==> src/fswd_pkg.sv <==
// Shared constants of the fail-safe watchdog timer
package fswd_pkg;
  // ==========================================================
  // Widths and prescaler factors
  localparam int          CNT_W      = 16;
  localparam int          PRE_W      = 14;
  localparam int          DIV_SLOW   = 16384;
  localparam int          DIV_FAST   = 256;
  localparam logic        SEL_SLOW   = 1'b0;
  localparam logic        SEL_FAST   = 1'b1;
  // ==========================================================
  // Reset values and counter maximum
  localparam logic [15:0] RELOAD_RST = 16'hff00;
  localparam logic        SEL_RST    = SEL_FAST;
  localparam logic [15:0] CNT_MAX    = 16'hffff;
  // ==========================================================
  // Timing at the 10 MHz system clock
  localparam int          CLK_NS          = 100;
  localparam int          DEF_TIMEOUT_NS  = 6_500_000;
  localparam int          DEF_TIMEOUT_CYC = DEF_TIMEOUT_NS / CLK_NS;
  // Span of intervals: one fast tick up to 2^16 slow ticks
  localparam longint      MIN_INTERVAL_CYC = DIV_FAST;
  localparam longint      MAX_INTERVAL_CYC = longint'(DIV_SLOW) * 65536;
  localparam int          F80_MHZ          = 80;
  localparam int          F100_MHZ         = 100;
  // ==========================================================
  // Failure response states
  typedef enum logic [1:0] {
    FSWD_RUN     = 2'b00,
    FSWD_PREWARN = 2'b01,
    FSWD_RESET   = 2'b10
  } fswd_state_e;
endpackage

==> src/fswd_tick_if.sv <==
// Link between watchdog core and its prescaler
`timescale 1ns/10ps
interface fswd_tick_if;
  logic                       run;
  logic                       clear;
  logic                       sel;
  logic                       tick;
  logic [fswd_pkg::PRE_W-1:0] count;
  modport core (output run, output clear, output sel, input tick, input count);
  modport pre  (input run, input clear, input sel, output tick, output count);
endinterface

==> src/fswd_prescaler.sv <==
// Selectable divide-by-16384 or divide-by-256 prescaler
`timescale 1ns/10ps
module fswd_prescaler (
  input  wire logic clk_i,    // System clock
  input  wire logic rst_n_i,  // Synchronous reset, active low
  fswd_tick_if.pre  tk        // Link to watchdog core
);
  logic [fswd_pkg::PRE_W-1:0] pre_reg;
  logic [fswd_pkg::PRE_W-1:0] last;

  // ==========================================================
  // Terminal count per selected factor
  assign last = (tk.sel == fswd_pkg::SEL_FAST) ?
                fswd_pkg::PRE_W'(fswd_pkg::DIV_FAST - 1) :
                fswd_pkg::PRE_W'(fswd_pkg::DIV_SLOW - 1);
  assign tk.tick  = tk.run && !tk.clear && (pre_reg >= last);
  assign tk.count = pre_reg;

  always_ff @(posedge clk_i) begin
    if (!rst_n_i) begin
      pre_reg <= '0;
    end else if (tk.clear) begin
      pre_reg <= '0;
    end else if (tk.run) begin
      pre_reg <= tk.tick ? '0 : pre_reg + 1'b1;
    end
  end
endmodule

==> src/fswd_watchdog.sv <==
// Fail-safe watchdog timer core with prewarning and reset request
// Notes on behaviour
// Enabled and counting after every reset
// Disable and enable instructions act anytime
// Software services before overflow
// Overflow raises prewarning, then reset request
// 16-bit counter, clock divided 16384/256
// Counter loads from programmable reload value
// Service reloads counter and clears prescaler
// 3.2 us to 13.4 s at 80 MHz
// 2.56 us to 10.74 s at 100 MHz
// Default timeout 6.5 ms at 10 MHz
// Counts up, overflows past all-ones
// Disabled: hold counts, no failure response
`timescale 1ns/10ps
module fswd_watchdog (
  input  wire logic        clk_i,                    // System clock, 10 MHz
  input  wire logic        rst_n_i,                  // Synchronous reset, active low
  input  wire logic        ce_i,                     // Clock enable, freezes all state
  input  wire logic        service_i,                // Service instruction strobe
  input  wire logic        watchdog_disable_instr_i, // Disable instruction strobe
  input  wire logic        watchdog_enable_instr_i,  // Enable instruction strobe
  input  wire logic        reload_we_i,              // Load new reload value and factor
  input  wire logic [15:0] watchdog_reload_value_i,  // New reload value
  input  wire logic        prescale_sel_i,           // New factor, 1 selects divide by 256
  output logic             enabled_o,                // Watchdog running
  output logic [15:0]      count_o,                  // Current counter value
  output logic             prewarn_irq_o,            // Prewarning interrupt, one-cycle pulse
  output logic             reset_req_o               // Reset request, held until reset
);
  logic [15:0]           reload_reg;
  logic                  sel_reg;
  logic                  en_reg;
  logic [15:0]           cnt_reg;
  logic                  prewarn_reg;
  logic                  rstreq_reg;
  logic                  overflow;
  fswd_pkg::fswd_state_e state_reg;
  fswd_tick_if           tk ();

  // ==========================================================
  // Prescaler
  assign tk.run   = ce_i && en_reg;
  assign tk.clear = ce_i && en_reg && service_i;
  assign tk.sel   = sel_reg;

  fswd_prescaler u_pre (
    .clk_i   (clk_i),
    .rst_n_i (rst_n_i),
    .tk      (tk)
  );

  // ==========================================================
  // Reload value and prescaler factor
  always_ff @(posedge clk_i) begin
    if (!rst_n_i) begin
      reload_reg <= fswd_pkg::RELOAD_RST;
      sel_reg    <= fswd_pkg::SEL_RST;
    end else if (ce_i && reload_we_i) begin
      reload_reg <= watchdog_reload_value_i;
      sel_reg    <= prescale_sel_i;
    end
  end

  // ==========================================================
  // Enable state, disable wins a tie
  always_ff @(posedge clk_i) begin
    if (!rst_n_i) begin
      en_reg <= 1'b1;
    end else if (ce_i) begin
      if (watchdog_disable_instr_i) begin
        en_reg <= 1'b0;
      end else if (watchdog_enable_instr_i) begin
        en_reg <= 1'b1;
      end
    end
  end

  // ==========================================================
  // Counter
  assign overflow = tk.tick && !service_i && (cnt_reg == fswd_pkg::CNT_MAX);

  always_ff @(posedge clk_i) begin
    if (!rst_n_i) begin
      cnt_reg <= fswd_pkg::RELOAD_RST;
    end else if (ce_i && en_reg) begin
      if (service_i || overflow) begin
        cnt_reg <= reload_reg;
      end else if (tk.tick) begin
        cnt_reg <= cnt_reg + 16'h0001;
      end
    end
  end

  // ==========================================================
  // Failure response: first overflow warns, second requests reset
  always_ff @(posedge clk_i) begin
    if (!rst_n_i) begin
      state_reg   <= fswd_pkg::FSWD_RUN;
      prewarn_reg <= 1'b0;
      rstreq_reg  <= 1'b0;
    end else if (ce_i) begin
      prewarn_reg <= 1'b0;
      unique case (state_reg)
        fswd_pkg::FSWD_RUN: begin
          if (en_reg && overflow) begin
            state_reg   <= fswd_pkg::FSWD_PREWARN;
            prewarn_reg <= 1'b1;
          end
        end
        fswd_pkg::FSWD_PREWARN: begin
          if (en_reg && overflow) begin
            state_reg  <= fswd_pkg::FSWD_RESET;
            rstreq_reg <= 1'b1;
          end
        end
        fswd_pkg::FSWD_RESET: begin
          rstreq_reg <= 1'b1;
        end
        default: begin
          state_reg <= fswd_pkg::FSWD_RESET;
        end
      endcase
    end
  end

  assign enabled_o     = en_reg;
  assign count_o       = cnt_reg;
  assign prewarn_irq_o = prewarn_reg;
  assign reset_req_o   = rstreq_reg;

  // ==========================================================
  // Tick spacing against the selected factor
  logic [fswd_pkg::PRE_W-1:0] gap_reg;
  logic [fswd_pkg::PRE_W-1:0] gap_last;
  logic                       sel_same_reg;

  assign gap_last = (sel_reg == fswd_pkg::SEL_FAST) ?
                    fswd_pkg::PRE_W'(fswd_pkg::DIV_FAST - 1) :
                    fswd_pkg::PRE_W'(fswd_pkg::DIV_SLOW - 1);

  // Cycles since the interval began
  always_ff @(posedge clk_i) begin
    if (!rst_n_i) begin
      gap_reg <= '0;
    end else if (ce_i) begin
      if (tk.clear || tk.tick) begin
        gap_reg <= '0;
      end else if (tk.run) begin
        gap_reg <= gap_reg + 1'b1;
      end
    end
  end

  // Interval ran wholly under one factor
  always_ff @(posedge clk_i) begin
    if (!rst_n_i) begin
      sel_same_reg <= 1'b1;
    end else if (ce_i) begin
      if (tk.clear || tk.tick) begin
        sel_same_reg <= 1'b1;
      end else if (reload_we_i && (prescale_sel_i != sel_reg)) begin
        sel_same_reg <= 1'b0;
      end
    end
  end
endmodule

==> config.mk <==
export PLATFORM = sky130hd
export DESIGN_NAME = fswd_watchdog
export DESIGN_NICKNAME = d
export VERILOG_FILES = /design/src/fswd_pkg.sv /design/src/fswd_tick_if.sv /design/src/fswd_prescaler.sv /design/src/fswd_watchdog.sv
export SDC_FILE = /design/constraint.sdc
export NUM_CORES = 1
export LEC_CHECK = 0
export ABC_AREA = 1
export BUFFER_PORTS_ARGS = -buffer_cell sky130_fd_sc_hd__buf_2
export CAP_MARGIN = 20
export CORE_UTILIZATION = 30
export CTS_CLUSTER_DIAMETER = 100
export DETAILED_ROUTE_END_ITERATION = 10
export GPL_TIMING_DRIVEN = 0
export PLACE_DENSITY = 0.53
export SLEW_MARGIN = 20
export SYNTH_ARGS = -nofsm -noshare
export SYNTH_HDL_FRONTEND = slang
export SYNTH_SLANG_ARGS = --single-unit
==> constraint.sdc <==
create_clock -name clk_i -period 2.25 [get_ports clk_i]
set_input_delay 0.1125 -clock clk_i [delete_from_list [all_inputs] [get_ports clk_i]]
set_output_delay 0.1125 -clock clk_i [all_outputs]
set_load 0.02 [all_outputs]
## Word-level counts from Yosys, hierarchy flattened

Cells that the tools add are included.

- Add/subtract/negate cells: 2
- Order comparisons: 1
- Equal/unequal tests: 5
- Mux-type cells: 13
- Bitwise logic cells: 2
- Reduce and logical (&&, ||, !) cells: 20

Operators with widths:

| kind | number |
|---|---|
| $mux W16 | 2 |
| $mux W14 | 2 |
| $add A16 B1 Y16 const B | 1 |
| $eq A16 B16 Y1 const B | 1 |
| $add A14 B1 Y14 const B | 1 |
| $ge A14 B14 Y1 | 1 |
| $logic_and A1 B1 Y1 | 8 |
| $pmux W2 S3 | 1 |
| $reduce_bool A2 Y1 | 3 |
| $mux W1 | 5 |
| $mux W2 | 2 |
| $ne A2 B2 Y1 const B | 2 |
| $reduce_and A2 Y1 | 2 |
| $reduce_and A4 Y1 | 1 |
| $reduce_and A3 Y1 | 1 |
| $eq A2 B1 Y1 const B | 1 |
| $eq A2 B2 Y1 const B | 1 |
| $logic_not A1 Y1 | 2 |
| $logic_not A2 Y1 | 1 |
| $not A1 Y1 | 2 |
| $pmux W1 S2 | 1 |
| $reduce_or A2 Y1 | 1 |
| $logic_or A1 B1 Y1 | 1 |

- Register bits after elaboration: 52
- Output and inout bits: 19

## Longest topological paths before layout

- Depth after elaboration: 10
- Mapped depth: 14

## Modules after synthesis

A second synthesis with hierarchy kept.

- Cells, all modules: 446
- Area, all modules: 2989.1 um^2

By module, submodules not included:

| module | times used | cells an instance | area each (um^2) |
|---|---|---|---|
| fswd_watchdog | 1 | 328 | 2118.3 |
| fswd_prescaler | 1 | 118 | 870.8 |

## Worst setup path before layout

OpenSTA, ideal clock, no wires.

- Path type: reg2reg
- From: register cnt_reg[0], in the netlist count_o[0]
- To: register cnt_reg[0], in the netlist count_o[0]
- Arrival time: 1724 ps
- Data required time: 2136 ps
- Slack: 412 ps
- Stages on the path, launching flop included: 12
- Path buffers: 1
- Cells stage by stage: dfxtp_1 > ha_1 > nand2_1 > nor2_2 > nand2_1 > nor2_4 > nand3_4 > nand2_4 > buf_6 > nor2_1 > o21bai_1 > inv_1

- Word-level cells in the longest chain between the ends: 5
- Elaborated cells between the ends (all ways): 8

Ends and longest elaborated chain:

| item | line | source |
|---|---|---|
| start: declaration | fswd_watchdog.sv:34 | `logic [15:0] cnt_reg;` |
| start signal: assignment | fswd_watchdog.sv:85 | `cnt_reg <= fswd_pkg::RELOAD_RST;` |
| start signal: assignment | fswd_watchdog.sv:88 | `cnt_reg <= reload_reg;` |
| start signal: assignment | fswd_watchdog.sv:90 | `cnt_reg <= cnt_reg + 16'h0001;` |
| parallel branches: the longest is 5 deep, another holds $add A16 B1 Y16 | -- |  |

Several ways; the timed one is not identified. The select of a mux whose other input is x is not followed.
A chain may end at the register's enable or synchronous reset.

## Final worst setup path

- From: register sel_reg
- To: register cnt_reg[1], in the netlist count_o[1]

- Word-level cells in the longest chain between the ends: 8
- Elaborated cells between the ends (all ways): 9

Ends and longest elaborated chain:

| item | line | source |
|---|---|---|
| start: declaration | fswd_watchdog.sv:32 | `logic sel_reg;` |
| start signal: assignment | fswd_watchdog.sv:58 | `sel_reg <= fswd_pkg::SEL_RST;` |
| start signal: assignment | fswd_watchdog.sv:61 | `sel_reg <= prescale_sel_i;` |
| $mux W14 * | fswd_prescaler.sv:13 | `assign last = (tk.sel == fswd_pkg::SEL_FAST) ?` |
| $ge A14 B14 Y1 * | fswd_prescaler.sv:16 | `assign tk.tick = tk.run && !tk.clear && (pre_reg >= last);` |
| $logic_and A1 B1 Y1 * | fswd_prescaler.sv:16 |  |
| $logic_and A1 B1 Y1 (2 in series) | fswd_watchdog.sv:81 | `assign overflow = tk.tick && !service_i && (cnt_reg == fswd_pkg::CNT_MAX);` |
| $logic_or A1 B1 Y1 | fswd_watchdog.sv:87 | `if (service_i \|\| overflow) begin` |
| $reduce_bool A2 Y1 (no line) | -- |  |
| $reduce_and A2 Y1 (no line) | -- |  |

Mark *: on every way between the ends. The rest lies on a longest branch, timed or not.

==> qor.txt <==
Hold path cells: 3
CP max FO: 10
Filler cells: 1015
Slew @ Worst Pin: 0.590 ns
Startpoint types: flop
Die Ht: 101 um
Total power: 1980 uW
Synth top area cells: dfxtp_1 (36%), nand2_1 (11%), nor2_1 (6.2%)
Async set or reset register ratio after synthesis: 0%
Core area: 0.00933 mm^2
WP data arrival: 2.24 ns
Setup TNS: 0 ns
Area of the multi-input gates: 0.00162 mm^2
Longest Clk Path Bufs: 2
Syn nets: 439
GPL Wtd Cong: 0.880
Post-synth top area cell: dfxtp_1
RSZ-0062 raised after global routing: false
Rel. slew slack: 60.7%
Final period util: 90.1%
Tot GR Track Use: 15.7%
Share of the synthesized area in the top cell type: 35.8%
Vias: 2690
FF-to-FF End: count_o[1]$_SDFFE_PN0P_
Hold Fails Final Rpt: 0
Largest net degree at the start of global routing: 17
Initial DRC count: 48
IO Pins: 43
WL/cell: 12.4 um
Initial antenna violation count: 0
Peak supply drop: 0.238 mV
Nets@finish: 493
Hold crit path type: input port to flop
R2R cell count: 10
Fin util: 37.1%
Die width: 101 um
Root Driver: clkbuf_8
Share of cells above drive strength 1: 18.0%
Port Buffers: 41
Row count: 35
Synth top cells by count: nand2_1 (88), dfxtp_1 (52), nor2_1 (48)
Yosys warnings: 0
GRT Residual Overflow: 0
Syn Std Cell Area: 0.00291 mm^2
CP Class: flop to flop
Distinct cells, synth: 35
Register Area: 0.00104 mm^2
Worst hold start: prescale_sel_i
R2R setup slack: 0.22 ns
DRC: 0
First-pass DRT Iterations: 4
Clock buffer count from CTS: 5
# diodes: 0
Power Dens Cells: 573 mW/mm^2
Status: finished clean
First-pass GRT wire length: 12500 um
Skew final: 0.00729 ns
CTS H-tree depth: 2
Count leader, synth: nand2_1
Leak: 0.00160 uW
Avg Cell Area, Syn: 7.15 um^2
Initial Util: 31.2%
Vias in the first global route: 2628
Final WL: 7320 um
WP data required: 2.47 ns
Tmin final: 2.03 ns
Crit end category: flop
Top FF cell, synth: dfxtp_1
Area growth, synth to finish: 18.7%
Sequential share of the synthesized area: 35.8%
Clk slew on worst S/H paths: 0.10 ns
DR vias/cell: 4.55
Mapped Cells: 407
EDFF count, synth: 0
Setup Viol. Count Final: 0
FF+latch count, synth: 52
Die area: 0.0101 mm^2
DRT antenna net count: 0
TritonCTS clock tree: built
Max-slew violation count: 0
Final cell count without fillers: 591
HPWL Detailed: 5530 um
Reg-to-Reg Start: sel_reg$_SDFFE_PN1P_
Fmax: 0.493 GHz
Placed cells: 577
Max-Cap Viols: 0
Worst skew pair latency: 0.31 ns
Clk sinks: 52
Endpoint, Worst Hold: sel_reg$_SDFFE_PN1P_
through the flow:
| stage | setup WS (ns) | hold WS [ns] | cell area, um^2 |
|---|---|---|---|
| floorplan | 0.412 | 0.226 | 2910 |
| global placement | 0.194 | 0.312 | 3280 |
| detailed placement | 0.174 | 0.313 | 3280 |
| CTS | 0.159 | 0.00826 | 3450 |
| global route | 0.00618 | 0.0144 | 3460 |
| finish | 0.222 | 0.00814 | 3460 |
cells in the final DEF (no fill, tap or decap), drive strengths merged, types with 6 or more instances in the layout:
cell and count:
nand2 96, nor2 54, dfxtp 52, buf 48, inv 47, nand3 38
o21ai 29, xor2 18, a21oi 14, nor3 10, clkbuf 10, nand4 8
ha 8, o21bai 7, dlygate4sd3 6
worst max-delay path by stage:
stage | startpoint | end | slack, ns | cells past startpoint
final | sel_reg$_SDFFE_PN1P_ | count_o[1]$_SDFFE_PN0P_ | 0.22 | 10
after global routing | sel_reg$_SDFFE_PN1P_ | count_o[0]$_SDFFE_PN0P_ | 0.006 | 11
after CTS | sel_reg$_SDFFE_PN1P_ | count_o[1]$_SDFFE_PN0P_ | 0.16 | 10
after detailed placement | sel_reg$_SDFFE_PN1P_ | count_o[1]$_SDFFE_PN0P_ | 0.17 | 10
after global placement | sel_reg$_SDFFE_PN1P_ | count_o[1]$_SDFFE_PN0P_ | 0.19 | 10
after floorplan | count_o[0]$_SDFFE_PN0P_ | count_o[0]$_SDFFE_PN0P_ | 0.41 | 11
critical path, stage by stage, from the launching register on:
cell,delay (ns)
dfxtp_2,0.38
ha_1,0.32
nand2_1,0.15
nor2_1,0.08
nand2_1,0.08
nand3_1,0.09
nand2_1,0.21
nand3_4,0.20
or2_2,0.32
nand3_1,0.08
inv_1,0.04
area by class of cell:
cell class                 instances  area share [%]
buffer                            12            2.24
clock buffer                       5            1.99
clock inverter                     3            1.23
inverter                          48            5.28
multi-input combinational        295            46.8
sequential                        52            30.1
tap                              129            4.67
timing repair buffer              47            7.67
report_power, final:
| part | leakage (uW) | internal [uW] | switching (uW) |
|---|---|---|---|
| combinational | 0.00112 | 123 | 194 |
| clock | 0.0000541 | 330 | 329 |
| sequential | 0.000425 | 964 | 41.1 |
timing repair:
item | in CTS | in global routing
endpoints found under the setup margin | 0 | 6
buffers inserted | 0 | 0
hold buffers | 6 | 0
gates resized for setup | 0 | 2
endpoints found under the hold margin | 6 | 0
cells by family after synthesis:
group           after synthesis  synth area share, %
fa+ha+maj                     8                 3.44
simple gates                212                 35.2
compound gates               54                 10.4
xor+xnor                     21                 6.32
buf+inv                      60                 8.94
flops                        52                 35.8
layer usage:
layer | vias to the layer above | global-route usage (%) | routed length (um)
li1 | 1418 | - | -
met1 | 1224 | 20.5 | 3520
met2 | 44 | 27.1 | 3520
met3 | 4 | 2.70 | 235
met4 | 0 | 3.34 | 48
met5 | - | 0 | 0
(Power assumes the default switching activity.)
